## src/include/lss_defines.svh

```systemverilog
// constants for the long skip and subtract execution block
// Operation
// - inc to acc skip: acc=mem+1, skip on zero
// - taken skip discards prefetch, adds dummy cycle
// - bit form skips when selected bit set
// - byte form rewrites byte, skips if nonzero
// - skip instructions leave all flags unchanged
// - acc minus mem into accumulator, memory kept
// - acc minus mem written back into memory
// - carry cleared on unsigned borrow (mem above acc), else set
// - subtracts update the six arithmetic flags
`ifndef LSS_DEFINES_SVH
`define LSS_DEFINES_SVH
// data and address widths
`define LSS_DW 8
`define LSS_MAW 16
`define LSS_BAW 2
`define LSS_BITW 3
`define LSS_NFLG 6
// register offsets on the plain port
`define LSS_REG_ACC 2'h0
`define LSS_REG_FLAGS 2'h1
`define LSS_REG_STAT 2'h2
// reset values
`define LSS_ACC_RST 8'h00
`define LSS_FLG_RST 6'h00
`define LSS_MEM_RST 8'h00
`define LSS_ADDR_RST 16'h0000
`define LSS_BIT_RST 3'h0
// status register bit positions
`define LSS_SB_BUSY 0
`define LSS_SB_SKIP 1
// arithmetic constants
`define LSS_ONE 8'h01
`define LSS_ZERO 8'h00
`define LSS_NIB_HI 3
`define LSS_MSB 7
`endif

```

## src/include/lss_pkg.sv

```systemverilog
// types shared by the long skip and subtract execution block
`include "lss_defines.svh"
package lss_pkg;
  // instruction group served by the block
  typedef enum logic [2:0] {
    OP_INC_TO_ACC_SKIP_IF_NULL,
    OP_SKIP_IF_NONNULL_BIT,
    OP_SKIP_IF_NONNULL,
    OP_ACC_MINUS_MEM,
    OP_ACC_MINUS_MEM_TO_MEM
  } lss_op_t;
  // command from the sequencer
  typedef struct packed {
    lss_op_t op;
    logic [`LSS_MAW-1:0] addr;
    logic [`LSS_BITW-1:0] bitsel;
  } lss_cmd_t;
  // status flags, msb first matches bit positions 5..0
  typedef struct packed {
    logic multi_byte_null_flag;
    logic signed_borrow_flag;
    logic carry_flag;
    logic half_borrow_inverse_flag;
    logic zero_flag;
    logic signed_range_error_flag;
  } lss_flags_t;
  // answer of the arithmetic unit
  typedef struct packed {
    logic [`LSS_DW-1:0] result;
    logic skip;
    logic wr_mem;
    logic wr_acc;
    logic upd_flags;
    lss_flags_t flags;
  } lss_alu_t;
  // sequencing states
  typedef enum logic [2:0] {
    ST_IDLE,
    ST_READ,
    ST_EXEC,
    ST_WRITE,
    ST_DUMMY
  } lss_state_t;
  // whole state of the execution module
  typedef struct packed {
    lss_state_t state;
    lss_cmd_t cmd;
    logic [`LSS_DW-1:0] acc;
    lss_flags_t flags;
    logic [`LSS_DW-1:0] wdata;
    logic skip;
    logic last_skip;
    logic done;
    logic [`LSS_DW-1:0] rdata;
  } lss_st_t;
endpackage

```

## src/hdl/lss_alu.sv

```systemverilog
// arithmetic and skip decision for one instruction
`timescale 1ns/1ps
module lss_alu
  import lss_pkg::*;
(
  // operation and operands
  input wire lss_op_t i_op,
  input wire logic [`LSS_BITW-1:0] i_bitsel,
  input wire logic [`LSS_DW-1:0] i_acc,
  input wire logic [`LSS_DW-1:0] i_mem,
  input wire lss_flags_t i_flags,
  // result
  output lss_alu_t o_res
);

  // flags of acc minus mem
  function automatic lss_flags_t sub_flags(input logic [`LSS_DW-1:0] a,
                                           input logic [`LSS_DW-1:0] b);
    logic [`LSS_DW:0] d;
    lss_flags_t f;
    d = {1'b0, a} - {1'b0, b};
    f.signed_range_error_flag = (a[`LSS_MSB] != b[`LSS_MSB]) &&
                                (d[`LSS_MSB] != a[`LSS_MSB]);
    f.zero_flag = (d[`LSS_DW-1:0] == `LSS_ZERO);
    // no borrow out of the low nibble
    f.half_borrow_inverse_flag =
      (a[`LSS_NIB_HI:0] >= b[`LSS_NIB_HI:0]);
    f.carry_flag = ~d[`LSS_DW];
    // signed less-than result
    f.signed_borrow_flag = f.signed_range_error_flag ^ d[`LSS_MSB];
    // single byte operation, chained zero follows zero
    f.multi_byte_null_flag = f.zero_flag;
    return f;
  endfunction

  // decode per operation
  always_comb begin
    o_res = '0;
    o_res.flags = i_flags;
    unique case (i_op)
      OP_INC_TO_ACC_SKIP_IF_NULL: begin
        o_res.result = i_mem + `LSS_ONE;
        o_res.wr_acc = 1'b1;
        o_res.skip = (o_res.result == `LSS_ZERO);
      end
      OP_SKIP_IF_NONNULL_BIT: begin
        o_res.result = i_mem;
        o_res.skip = i_mem[i_bitsel];
      end
      OP_SKIP_IF_NONNULL: begin
        o_res.result = i_mem;
        o_res.wr_mem = 1'b1;
        o_res.skip = (i_mem != `LSS_ZERO);
      end
      OP_ACC_MINUS_MEM: begin
        o_res.result = i_acc - i_mem;
        o_res.wr_acc = 1'b1;
        o_res.upd_flags = 1'b1;
        o_res.flags = sub_flags(i_acc, i_mem);
      end
      OP_ACC_MINUS_MEM_TO_MEM: begin
        o_res.result = i_acc - i_mem;
        o_res.wr_mem = 1'b1;
        o_res.upd_flags = 1'b1;
        o_res.flags = sub_flags(i_acc, i_mem);
      end
      default: begin
        // illegal op code does nothing
        o_res.result = i_mem;
      end
    endcase
  end

endmodule

```

## src/hdl/lss_exec.sv

```systemverilog
// execution unit for long skip and subtract instructions
//
// The strobed register port and the placing of the registers are this design's own decisions.
`timescale 1ns/1ps
module lss_exec
  import lss_pkg::*;
#(
  parameter int DW = `LSS_DW
)
(
  // clock and reset
  input wire logic i_clk_sys,
  input wire logic i_nrst,
  // command from the sequencer
  input wire logic i_cmd_valid,
  input wire lss_cmd_t i_cmd,
  output logic o_cmd_ready,
  output logic o_done,
  output logic o_skip,
  output logic o_discard,
  // data memory port
  output logic o_mem_rd,
  output logic o_mem_wr,
  output logic [`LSS_MAW-1:0] o_mem_addr,
  output logic [`LSS_DW-1:0] o_mem_wdata,
  input wire logic [`LSS_DW-1:0] i_mem_rdata,
  // register port
  input wire logic [`LSS_BAW-1:0] i_reg_addr,
  input wire logic [`LSS_DW-1:0] i_reg_wdata,
  input wire logic i_reg_wr,
  input wire logic i_reg_rd,
  output logic [`LSS_DW-1:0] o_reg_rdata,
  // accumulator and flags to the rest of the core
  output logic [`LSS_DW-1:0] o_acc,
  output lss_flags_t o_flags
);

  // the datapath is built for bytes only
  generate
    if (DW != `LSS_DW) begin : g_bad_width
      $error("lss_exec supports only byte data width");
    end
  endgenerate

  lss_st_t st_reg; // registered state
  lss_st_t st_next; // next state
  lss_alu_t alu; // arithmetic answer
  logic [`LSS_DW-1:0] stat_word; // status register view

  // arithmetic on the latched command and memory byte
  lss_alu u_alu (
    .i_op(st_reg.cmd.op),
    .i_bitsel(st_reg.cmd.bitsel),
    .i_acc(st_reg.acc),
    .i_mem(i_mem_rdata),
    .i_flags(st_reg.flags),
    .o_res(alu)
  );

  // status register contents
  always_comb begin
    stat_word = '0;
    stat_word[`LSS_SB_BUSY] = (st_reg.state != ST_IDLE);
    stat_word[`LSS_SB_SKIP] = st_reg.last_skip;
  end

  // next state of the whole module
  always_comb begin
    st_next = st_reg;
    st_next.done = 1'b0;
    // register writes, overridden below by execution
    if (i_reg_wr) begin
      unique case (i_reg_addr)
        // accumulator is software writable
        `LSS_REG_ACC: st_next.acc = i_reg_wdata;
        // flags are software writable
        `LSS_REG_FLAGS: st_next.flags = i_reg_wdata[`LSS_NFLG-1:0];
        // status and unmapped ignore writes
        default: st_next.rdata = st_next.rdata;
      endcase
    end
    // register reads answer one cycle later
    if (i_reg_rd) begin
      unique case (i_reg_addr)
        `LSS_REG_ACC: st_next.rdata = st_reg.acc;
        `LSS_REG_FLAGS: st_next.rdata = {2'b00, st_reg.flags};
        `LSS_REG_STAT: st_next.rdata = stat_word;
        default: st_next.rdata = `LSS_ZERO;
      endcase
    end else begin
      // read data stand for one cycle only
      st_next.rdata = `LSS_ZERO;
    end
    // instruction sequencing
    unique case (st_reg.state)
      ST_IDLE: begin
        // take a new command
        if (i_cmd_valid) begin
          st_next.cmd = i_cmd;
          st_next.state = ST_READ;
        end
      end
      ST_READ: begin
        // memory read strobe is up in this cycle
        st_next.state = ST_EXEC;
      end
      ST_EXEC: begin
        // memory byte arrives now
        st_next.skip = alu.skip;
        st_next.last_skip = alu.skip;
        st_next.wdata = alu.result;
        if (alu.wr_acc) begin
          st_next.acc = alu.result;
        end
        if (alu.upd_flags) begin
          st_next.flags = alu.flags;
        end
        if (alu.wr_mem) begin
          st_next.state = ST_WRITE;
        end else if (alu.skip) begin
          st_next.state = ST_DUMMY;
        end else begin
          st_next.state = ST_IDLE;
          st_next.done = 1'b1;
        end
      end
      ST_WRITE: begin
        // memory write strobe is up in this cycle
        if (st_reg.skip) begin
          st_next.state = ST_DUMMY;
        end else begin
          st_next.state = ST_IDLE;
          st_next.done = 1'b1;
        end
      end
      ST_DUMMY: begin
        // prefetched instruction replaced by a dummy
        st_next.state = ST_IDLE;
        st_next.done = 1'b1;
      end
      default: begin
        // unused state codes fall back to idle
        st_next.state = ST_IDLE;
      end
    endcase
  end

  // state register
  always_ff @(posedge i_clk_sys or negedge i_nrst) begin
    if (!i_nrst) begin
      st_reg.state <= ST_IDLE;
      st_reg.cmd.op <= OP_INC_TO_ACC_SKIP_IF_NULL;
      st_reg.cmd.addr <= `LSS_ADDR_RST;
      st_reg.cmd.bitsel <= `LSS_BIT_RST;
      st_reg.acc <= `LSS_ACC_RST;
      st_reg.flags <= `LSS_FLG_RST;
      st_reg.wdata <= `LSS_MEM_RST;
      st_reg.skip <= 1'b0;
      st_reg.last_skip <= 1'b0;
      st_reg.done <= 1'b0;
      st_reg.rdata <= `LSS_ZERO;
    end else begin
      st_reg <= st_next;
    end
  end

  // handshake and strobes decoded from state, done straight from its flop
  assign o_cmd_ready = (st_reg.state == ST_IDLE);
  assign o_mem_rd = (st_reg.state == ST_READ);
  assign o_mem_wr = (st_reg.state == ST_WRITE);
  assign o_discard = (st_reg.state == ST_DUMMY);
  assign o_skip = o_discard;
  assign o_done = st_reg.done;
  // data outputs straight from flops
  assign o_mem_addr = st_reg.cmd.addr;
  assign o_mem_wdata = st_reg.wdata;
  assign o_reg_rdata = st_reg.rdata;
  assign o_acc = st_reg.acc;
  assign o_flags = st_reg.flags;

endmodule

```

## config.mk

```make
export PLATFORM = sky130hd
export DESIGN_NAME = lss_exec
export DESIGN_NICKNAME = d
export VERILOG_FILES = /design/src/include/lss_pkg.sv /design/src/hdl/lss_alu.sv /design/src/hdl/lss_exec.sv
export VERILOG_INCLUDE_DIRS = /design/src /design/src/include
export SDC_FILE = /design/constraint.sdc
export NUM_CORES = 1
export LEC_CHECK = 0
export BUFFER_PORTS_ARGS = -buffer_cell sky130_fd_sc_hd__buf_2
export CAP_MARGIN = 20
export CORE_ASPECT_RATIO = 2
export CORE_MARGIN = 2
export CORE_UTILIZATION = 32
export CTS_BUF_LIST = sky130_fd_sc_hd__clkbuf_4 sky130_fd_sc_hd__clkbuf_8 sky130_fd_sc_hd__clkbuf_16
export DETAILED_ROUTE_END_ITERATION = 10
export PLACE_DENSITY = 0.67
export SLEW_MARGIN = 10
export SYNTH_ARGS = -nofsm -noshare
export SYNTH_HDL_FRONTEND = slang
export SYNTH_SLANG_ARGS = --single-unit
```

## constraint.sdc

```tcl
create_clock -name i_clk_sys -period 2.7 [get_ports i_clk_sys]
set_clock_uncertainty 0.05 [all_clocks]
set_input_delay 0.54 -clock i_clk_sys [delete_from_list [all_inputs] [get_ports i_clk_sys]]
set_output_delay 0.54 -clock i_clk_sys [all_outputs]
set_load 0.005 [all_outputs]
```

==> impl_summary.log, run 1 <==
[metrics] Cell Area, Placed: 0.00423 mm^2
[metrics] worst slew margin relative to its limit: 60.9%
[metrics] Site Rows: 55
[metrics] top-level I/O count: 97
[metrics] Iter 0 DRT Violations: 120
[metrics] MaxCap Viol Count: 0
[metrics] count of antenna diodes in the layout: 0
[metrics] fraction of synthesized cell area taken by the top area cell type: 38.7%
[metrics] root buffer cell: sky130_fd_sc_hd__clkbuf_16
[metrics] post-route ant nets: 0
[metrics] category of the critical setup timing path: flip-flop to flip-flop
[metrics] largest fanout on the critical path: 3
[metrics] Worst IR Drop VDD: 0.426 mV
[metrics] number of synthesized register bits: 57
[metrics] aggregate negative setup slack: 0 ns
[metrics] number of antenna violations at the first check in global routing: 0
[metrics] pre-CTS setup slack: -0.336 ns
[metrics] combinational share of power: 51.1%
[metrics] share of post-route cells with drive strength above 1: 40.0%
[metrics] Vias: 3033
[metrics] via count of the first global-routing pass: 3172
[metrics] switching part of the total power: 39.8%
[metrics] sequential cell fraction of total power: 29.8%
[metrics] leakage dissipation: 2.16 nW
[metrics] DRC violations left: 0
[metrics] area of the die: 0.0125 mm^2
[metrics] depth of the most critical reg-to-reg path: 12
[metrics] number of synthesized flops with an enable pin: 0
[metrics] number of warnings issued by yosys: 0
[metrics] outcome: complete, no violations
[metrics] count of nets after finishing: 521
[metrics] average wire per cell in the routed design: 17.0 um
[metrics] RSZ-0062 raised after global routing: true
[metrics] Final Cycle Share: 99.3%
[metrics] gate count of the mapped netlist: 384
[metrics] summed area of non-filler cells in the final layout: 0.00452 mm^2
[metrics] aggregate global routing overflow: 0
[metrics] Net Sw Power: 0.00214 W
[metrics] reg-to-reg critical path startpoint: o_acc[1]$_DFF_PN0_
[metrics] RePlAce Congestion: 0.920
[metrics] dominant cells by area after synthesis: sky130_fd_sc_hd__dfrtp_1 (39%), sky130_fd_sc_hd__buf_4 (9.8%), sky130_fd_sc_hd__mux2_2 (6.4%)
[metrics] count of distinct cell types in the synthesized netlist: 52
[metrics] classification of the worst-slack hold path: input pin to async pin
[metrics] initial core utilization: 32.7%
[metrics] latest clock arrival within the worst-skew pair: 0.33 ns
[metrics] Hold Slack: 0.159 ns
[metrics] vias per inst: 4.98
[metrics] GR Util All Layers: 17.2%
[metrics] buffers added on ports: 96
[metrics] clock power share: 19.1%
[metrics] minimum clock period after layout: 2.68 ns
[metrics] Final Hold Fails: 0
[metrics] clock slew at the register clock pins of the worst setup and hold paths: 0.05 ns
[metrics] endpoint of the worst setup timing path: o_flags[1]$_DFF_PN0_
[metrics] Post-Route WL: 10300 um
[metrics] r2r setup slk: 0.02 ns
[metrics] Mapped Area: 0.00369 mm^2
[metrics] kind of start point of the critical path: flip-flop
[metrics] buffers from clock root to sink, at most: 2
[metrics] largest net degree at the start of global routing: 28
[metrics] highest achievable clock rate: 373 MHz
[metrics] count of H-tree levels built during CTS: 3
[metrics] number of max-slew violations in the final report: 0
[metrics] post-synthesis average cell area: 9.61 um^2
[metrics] clock tree sinks: 57
[metrics] most area-hungry cell type in the Yosys netlist: sky130_fd_sc_hd__dfrtp_1
[metrics] final worst slack: 0.0193 ns
[metrics] floorplan die height: 156 um
[metrics] most frequently used flop master after synthesis: sky130_fd_sc_hd__dfrtp_1
[metrics] Slew @ Worst Pin: 0.586 ns
[metrics] clock buffer count from CTS: 9
[metrics] CTS tree: yes
[metrics] hpwl dp: 8460 um
[metrics] proportion of register bits with asynchronous set or reset after synthesis: 100%
[metrics] final setup vio count: 0
[metrics] worst setup path startpoint: o_acc[1]$_DFF_PN0_
[metrics] crit end category: flip-flop
[metrics] proportion of synthesized chip area in sequential cells: 38.7%
[metrics] data required time at the worst endpoint: 2.91 ns
[metrics] area growth from synthesis to final layout: 22.7%
[metrics] crit path DAT: 2.90 ns
[metrics] Total Power Consumption: 0.00538 W
[metrics] wire length of the first global-routing pass: 16200 um
[metrics] Largest register FFs: 16
[metrics] reg2reg end: o_flags[1]$_DFF_PN0_
[metrics] iteration count of the initial detailed-routing pass: 4
[metrics] Power Internal: 0.00324 W
[metrics] Horiz. Die Dim: 79.9 um
[metrics] syn nets: 442
[metrics] pwr dens: 1190 mW/mm^2
[metrics] post-CTS setup buffers: 0
[metrics] placeable core region: 0.0113 mm^2
## kinds of logic after synthesis
family	after synthesis	synth area share, %
adder cells (fa/ha/maj)	13	4.82
AO/OA/AOI/OAI	91	16.6
flip-flops	57	38.7
buffers and inverters	79	13.6
AND/OR/NAND/NOR	104	14.7
multiplexers	34	10.3
XOR/XNOR	6	1.42
## placed cells by master, fill, tap and decap left out, types with 2 or more instances in the layout
master,instances
sky130_fd_sc_hd__buf_2,96
sky130_fd_sc_hd__dfrtp_1,57
sky130_fd_sc_hd__buf_4,34
sky130_fd_sc_hd__nand2_1,28
sky130_fd_sc_hd__o21ai_0,27
sky130_fd_sc_hd__nor2_1,26
sky130_fd_sc_hd__mux2_2,21
sky130_fd_sc_hd__a21oi_1,18
sky130_fd_sc_hd__inv_1,14
sky130_fd_sc_hd__mux2i_1,12
sky130_fd_sc_hd__a211oi_1,12
sky130_fd_sc_hd__clkbuf_16,9
sky130_fd_sc_hd__nor3_1,8
sky130_fd_sc_hd__nor2b_1,7
sky130_fd_sc_hd__ha_1,7
sky130_fd_sc_hd__nand3_1,6
sky130_fd_sc_hd__nor3b_1,4
sky130_fd_sc_hd__xnor2_1,4
sky130_fd_sc_hd__nand4_1,4
sky130_fd_sc_hd__o21a_1,3
sky130_fd_sc_hd__nand3b_1,3
sky130_fd_sc_hd__and2_1,3
sky130_fd_sc_hd__a32oi_1,3
sky130_fd_sc_hd__o21bai_1,3
sky130_fd_sc_hd__nor4_1,3
sky130_fd_sc_hd__a21o_1,3
sky130_fd_sc_hd__o31ai_1,3
sky130_fd_sc_hd__ha_4,3
sky130_fd_sc_hd__nand2b_1,2
sky130_fd_sc_hd__inv_2,2
sky130_fd_sc_hd__a31oi_1,2
sky130_fd_sc_hd__or2_2,2
sky130_fd_sc_hd__and3_1,2
sky130_fd_sc_hd__a221o_1,2
sky130_fd_sc_hd__xnor2_2,2
sky130_fd_sc_hd__fa_1,2
sky130_fd_sc_hd__clkbuf_4,2
sky130_fd_sc_hd__clkinv_2,2
## final cells by class
cell class                      instances  area, um^2
Timing Repair Buffer                  130         736
Clock buffer                           12         254
Sequential cell                        57        1430
Clock inverter                          3        17.5
Inverter                               17        80.1
Tap cell                              142         178
Multi-Input combinational cell        248        1830
Fill cell                            1176        6760
## synthesized netlist by cell type, types with 2 or more instances
master	n
sky130_fd_sc_hd__nand3_1	6
sky130_fd_sc_hd__o21bai_1	3
sky130_fd_sc_hd__mux2i_1	12
sky130_fd_sc_hd__buf_4	48
sky130_fd_sc_hd__a31oi_1	2
sky130_fd_sc_hd__nor3_1	8
sky130_fd_sc_hd__buf_6	2
sky130_fd_sc_hd__nand3b_1	3
sky130_fd_sc_hd__clkbuf_1	5
sky130_fd_sc_hd__nand2_1	28
sky130_fd_sc_hd__fa_1	2
sky130_fd_sc_hd__inv_1	17
sky130_fd_sc_hd__dfrtp_1	57
sky130_fd_sc_hd__and2_1	3
sky130_fd_sc_hd__nor2b_1	8
sky130_fd_sc_hd__nor4_1	3
sky130_fd_sc_hd__or2_2	2
sky130_fd_sc_hd__a221o_1	2
sky130_fd_sc_hd__a211oi_1	13
sky130_fd_sc_hd__a32oi_1	3
sky130_fd_sc_hd__nand4_1	4
sky130_fd_sc_hd__nand2b_1	2
sky130_fd_sc_hd__and3_1	2
sky130_fd_sc_hd__buf_2	7
sky130_fd_sc_hd__nor2_1	26
sky130_fd_sc_hd__o31ai_1	3
sky130_fd_sc_hd__a21oi_1	19
sky130_fd_sc_hd__ha_1	11
sky130_fd_sc_hd__xnor2_1	6
sky130_fd_sc_hd__o21a_1	3
sky130_fd_sc_hd__a21o_1	3
sky130_fd_sc_hd__mux2_2	21
sky130_fd_sc_hd__o21ai_0	28
sky130_fd_sc_hd__nor3b_1	4
## metal layers
layer | part of all wire (%) | vias up | track usage (%)
met3 | 3.5 | 26 | 2.72
met1 | 35 | 1446 | 17.0
met5 | 0 | - | 0
met2 | 55 | 89 | 31.6
met4 | 5.9 | 0 | 12.2
li1 | - | 1472 | -
## through the flow
step	util, %	cells
after floorplan	-	384
after detailed placement	37.5	594
final	40.1	609
after CTS	39.9	609
after global routing	40.1	609
after global placement	37.5	594
## worst min path at each step
| stage | slack, ns | to | start |
|---|---|---|---|
| after floorplan | 0.19 | o_acc[0]$_DFF_PN0_ | i_nrst |
| final | 0.16 | o_mem_addr[11]$_DFFE_PN0P_ | i_nrst |
| after global placement | 0.41 | o_mem_wdata[2]$_DFFE_PN0N_ | o_mem_wdata[2]$_DFFE_PN0N_ |
| after global routing | 0.21 | o_mem_addr[3]$_DFFE_PN0P_ | i_nrst |
| after CTS | 0.18 | o_mem_addr[3]$_DFFE_PN0P_ | i_nrst |
| after detailed placement | 0.42 | o_mem_wdata[3]$_DFFE_PN0N_ | o_mem_wdata[3]$_DFFE_PN0N_ |
## timing repair
action                                  in CTS  in global routing
endpoints found under the setup margin       2                  9
hold endpoints to repair                     0                  0
hold buffers                                 0                  0
gates resized for setup                      0                  4
cloned                                       0                  0
pin swaps                                    1                  0
## critical path, stage by stage (launching register included)
cell	delay (ns)
sky130_fd_sc_hd__dfrtp_1	0.43
sky130_fd_sc_hd__ha_4	0.26
sky130_fd_sc_hd__nor2b_4	0.13
sky130_fd_sc_hd__o31ai_4	0.24
sky130_fd_sc_hd__a21oi_2	0.10
sky130_fd_sc_hd__o21ai_1	0.14
sky130_fd_sc_hd__nand2b_1	0.09
sky130_fd_sc_hd__fa_1	0.51
sky130_fd_sc_hd__nor2_1	0.11
sky130_fd_sc_hd__nand3_1	0.13
sky130_fd_sc_hd__a2111oi_4	0.21
sky130_fd_sc_hd__nand3_1	0.14
sky130_fd_sc_hd__nand2_1	0.09
## power groups by stage
stage	sequential (W)	clock, W	combinational, W
floorplan	0.00147	0	0.00213
global placement	0.00159	0	0.00265
detailed placement	0.00162	0	0.00270
CTS	0.00161	0.00105	0.00271
global route	0.00166	0.00109	0.00302
finish	0.00160	0.00103	0.00275
Power figures use the tool's default switching activity.
==> run 2: changes to the inputs <==
--- a/config.mk
+++ b/config.mk
@@ -10,10 +10,10 @@
 export CAP_MARGIN = 20
 export CORE_ASPECT_RATIO = 2
 export CORE_MARGIN = 2
-export CORE_UTILIZATION = 32
+export CORE_UTILIZATION = 35
 export CTS_BUF_LIST = sky130_fd_sc_hd__clkbuf_4 sky130_fd_sc_hd__clkbuf_8 sky130_fd_sc_hd__clkbuf_16
 export DETAILED_ROUTE_END_ITERATION = 10
-export PLACE_DENSITY = 0.67
+export PLACE_DENSITY = 0.71
 export SLEW_MARGIN = 10
 export SYNTH_ARGS = -nofsm -noshare
 export SYNTH_HDL_FRONTEND = slang
==> run 2 against run 1 <==
Effect of this change:
- count of clock-buffer cells in the layout is 3 lower
- total power is 2.9% higher
- worst hold slack better by 0.14 ns
- sequential power hardly changed
- worst setup slack better by 0.075 ns
- die area is 8.3% lower
- via count is 0.79% higher
- final cell count is 1.1% lower
- critical path depth stayed put
- first-iteration DRC count is 57% higher
- core utilization is 3.5 points higher
- sequential cell count stayed put
==> impl_summary.log, run 2 (synthesis gave the netlist of run 1 again) <==
[metrics] combinational share of power: 50.1% (-1.0 points)
[metrics] crit end category: flip-flop
[metrics] root buffer cell: sky130_fd_sc_hd__clkbuf_16
[metrics] Final Hold Fails: 0 (unchanged)
[metrics] Largest register FFs: 16 (unchanged)
[metrics] latest clock arrival within the worst-skew pair: 0.34 ns (about the same)
[metrics] highest achievable clock rate: 384 MHz (+2.9%)
[metrics] Worst IR Drop VDD: 0.439 mV (+3.2%)
[metrics] category of the critical setup timing path: flip-flop to flip-flop
[metrics] library cell contributing the largest single delay on the critical path: sky130_fd_sc_hd__fa_1
[metrics] Iter 0 DRT Violations: 189 (+57%)
[metrics] clock tree sinks: 57 (unchanged)
[metrics] clock buffer count from CTS: 9 (unchanged)
[metrics] RSZ-0062 raised after global routing: true
[metrics] Post-Route WL: 10200 um (-1.3%)
[metrics] clock power share: 21.1% (+2.0 points)
[metrics] area growth from synthesis to final layout: 23.1%
[metrics] Slew @ Worst Pin: 0.736 ns (+0.149 ns)
[metrics] crit path DAT: 2.83 ns (-0.07 ns)
[metrics] non-filler cells in the finished layout: 602 (-1.1%)
[metrics] r2r setup slk: 0.09 ns (+0.07 ns)
[metrics] classification of the worst-slack hold path: input pin to async pin
[metrics] Vias: 3057 (+0.79%)
[metrics] floorplan die height: 149 um (-4.3%)
[metrics] number of max-slew violations in the final report: 0 (unchanged)
[metrics] aggregate global routing overflow: 0 (unchanged)
[metrics] RePlAce Congestion: 0.946 (+2.8%)
[metrics] summed area of non-filler cells in the final layout: 0.00454 mm^2 (+0.36%)
[metrics] DRC violations left: 0 (unchanged)
[metrics] Cell Area, Placed: 0.00419 mm^2 (-0.86%)
[metrics] end-of-flow core utilization: 43.6% (+3.5 points)
[metrics] buffers added on ports: 96 (unchanged)
[metrics] worst path cell trace: ha_4 -> nor2b_4 -> o31ai_4 -> a21oi_2 -> o21ai_1 -> nand2b_1 -> fa_1 -> nor2_2 -> nand3_2 -> a2111oi_4 -> nand3_1 -> nand2_1
[metrics] minimum clock period after layout: 2.61 ns (-0.0745 ns)
[metrics] worst setup path startpoint: o_acc[1]$_DFF_PN0_
[metrics] post-route ant nets: 0 (unchanged)
[metrics] outcome: complete, no violations
[metrics] pwr dens: 1220 mW/mm^2 (+2.5%)
[metrics] area of the die: 0.0114 mm^2 (-8.3%)
[metrics] Final Cycle Share: 96.5% (-2.8 points)
[metrics] Post-CTS Hold Fix Bufs: 0 (unchanged)
[metrics] largest net degree at the start of global routing: 58 (+110%)
[metrics] buffers from clock root to sink, at most: 2 (unchanged)
[metrics] initial core utilization: 35.4% (+2.7 points)
[metrics] Total Power Consumption: 0.00553 W (+2.9%)
[metrics] number of antenna violations at the first check in global routing: 0 (unchanged)
[metrics] average wire per cell in the routed design: 16.9 um (-0.20%)
[metrics] wire length of the first global-routing pass: 16200 um (+0.56%)
[metrics] Hold Slack: 0.297 ns (+0.138 ns)
[metrics] worst slew margin relative to its limit: 51.0% (-10 points)
[metrics] vias per inst: 5.08 (+2.0%)
[metrics] via count of the first global-routing pass: 3127 (-1.4%)
[metrics] final setup vio count: 0 (unchanged)
[metrics] Cells after DPL: 585 (-1.5%)
[metrics] Power Internal: 0.00333 W (+3.0%)
[metrics] Site Rows: 53 (-3.6%)
[metrics] count of antenna diodes in the layout: 0 (unchanged)
[metrics] most common cell after layout, fill and taps aside: sky130_fd_sc_hd__buf_2
[metrics] top-level I/O count: 97 (unchanged)
[metrics] count of nets after finishing: 518 (-0.58%)
[metrics] depth of the most critical reg-to-reg path: 12 (unchanged)
[metrics] CTS tree: yes
[metrics] largest fanout on the critical path: 2 (-1)
[metrics] reg2reg end: o_flags[5]$_DFF_PN0_
[metrics] kind of start point of the critical path: flip-flop
[metrics] leading cell types in the layout, fill and taps excluded: sky130_fd_sc_hd__buf_2 (95), sky130_fd_sc_hd__dfrtp_1 (57), sky130_fd_sc_hd__buf_4 (32)
[metrics] switching part of the total power: 39.7% (about the same)
[metrics] clock slew at the register clock pins of the worst setup and hold paths: 0.06 ns (about the same)
[metrics] Horiz. Die Dim: 76.6 um (-4.2%)
[metrics] data required time at the worst endpoint: 2.92 ns (about the same)
[metrics] GR Util All Layers: 18.6% (+1.3 points)
[metrics] worst stage delay on the critical path: 0.49 ns (-0.02 ns)
[metrics] Net Sw Power: 0.00220 W (+2.8%)
[metrics] share of post-route cells with drive strength above 1: 40.0% (-0.043 points)
[metrics] reg-to-reg critical path startpoint: o_acc[1]$_DFF_PN0_
[metrics] count of H-tree levels built during CTS: 3 (unchanged)
[metrics] placeable core region: 0.0104 mm^2 (-7.7%)
[metrics] hpwl dp: 8060 um (-4.8%)
[metrics] sequential cell fraction of total power: 28.8% (-1.0 points)
[metrics] leakage dissipation: 2.15 nW (-0.43%)
[metrics] iteration count of the initial detailed-routing pass: 4 (unchanged)
[metrics] MaxCap Viol Count: 0 (unchanged)
==> run 2: metal layers <==
metal / part of all wire (%) / vias up / GRT usage (%)
met5: 0 / - / 0
met4: 5.7 / 0 / 12.3
met3: 3.7 / 33 / 3.33
met2: 55 / 88 / 34.6
met1: 35 / 1468 / 18.5
li1: - / 1468 / -
==> run 2: worst max path at each step <==
stage / endpoint / slack [ns]
6_report: o_flags[5]$_DFF_PN0_ / 0.09
3_3_place_gp: o_flags[1]$_DFF_PN0_ / -0.22
3_5_place_dp: o_flags[1]$_DFF_PN0_ / -0.32
2_1_floorplan: o_flags[1]$_DFF_PN0_ / -0.05
5_1_grt: o_flags[1]$_DFF_PN0_ / -0.10
4_1_cts: o_flags[1]$_DFF_PN0_ / 0.008
==> run 2: repair_timing <==
item / 4_1_cts / 5_1_grt
resized for setup: 1 / 7
buffers inserted: 0 / 1
pin swaps: 0 / 10
endpoints found under the setup margin: 2 / 7
==> run 2: worst max-delay path: cells and delay by family, from the launching register on <==
family	cells	cell delay (ns)
compound gates	4	0.69
fa+ha+maj	2	0.71
flops	1	0.40
simple gates	6	0.67
==> run 2: layout make-up <==
| type | instances | area, um^2 |
|---|---|---|
| Clock buffer | 9 | 225 |
| Inverter | 17 | 80.1 |
| Clock inverter | 7 | 78.8 |
| Multi-Input combinational cell | 248 | 1840 |
| Fill cell | 1036 | 5870 |
| Timing Repair Buffer | 127 | 716 |
| Sequential cell | 57 | 1430 |
| Tap cell | 137 | 171 |
==> run 2: power groups by stage <==
stage,Combinational (W),Clock [W],Sequential (W)
3_5_place_dp,0.00269,0,0.00161
6_report,0.00277,0.00117,0.00160
4_1_cts,0.00270,0.00119,0.00159
3_3_place_gp,0.00264,0,0.00158
2_1_floorplan,0.00213,0,0.00147
5_1_grt,0.00306,0.00123,0.00165
==> run 2: stage by stage <==
stage | setup slack (ns) | TNS, ns
3_5_place_dp | -0.323 | -1.47
4_1_cts | 0.00807 | 0
6_report | 0.0938 | 0
2_1_floorplan | -0.0481 | -0.0863
3_3_place_gp | -0.219 | -0.940
5_1_grt | -0.101 | -0.271
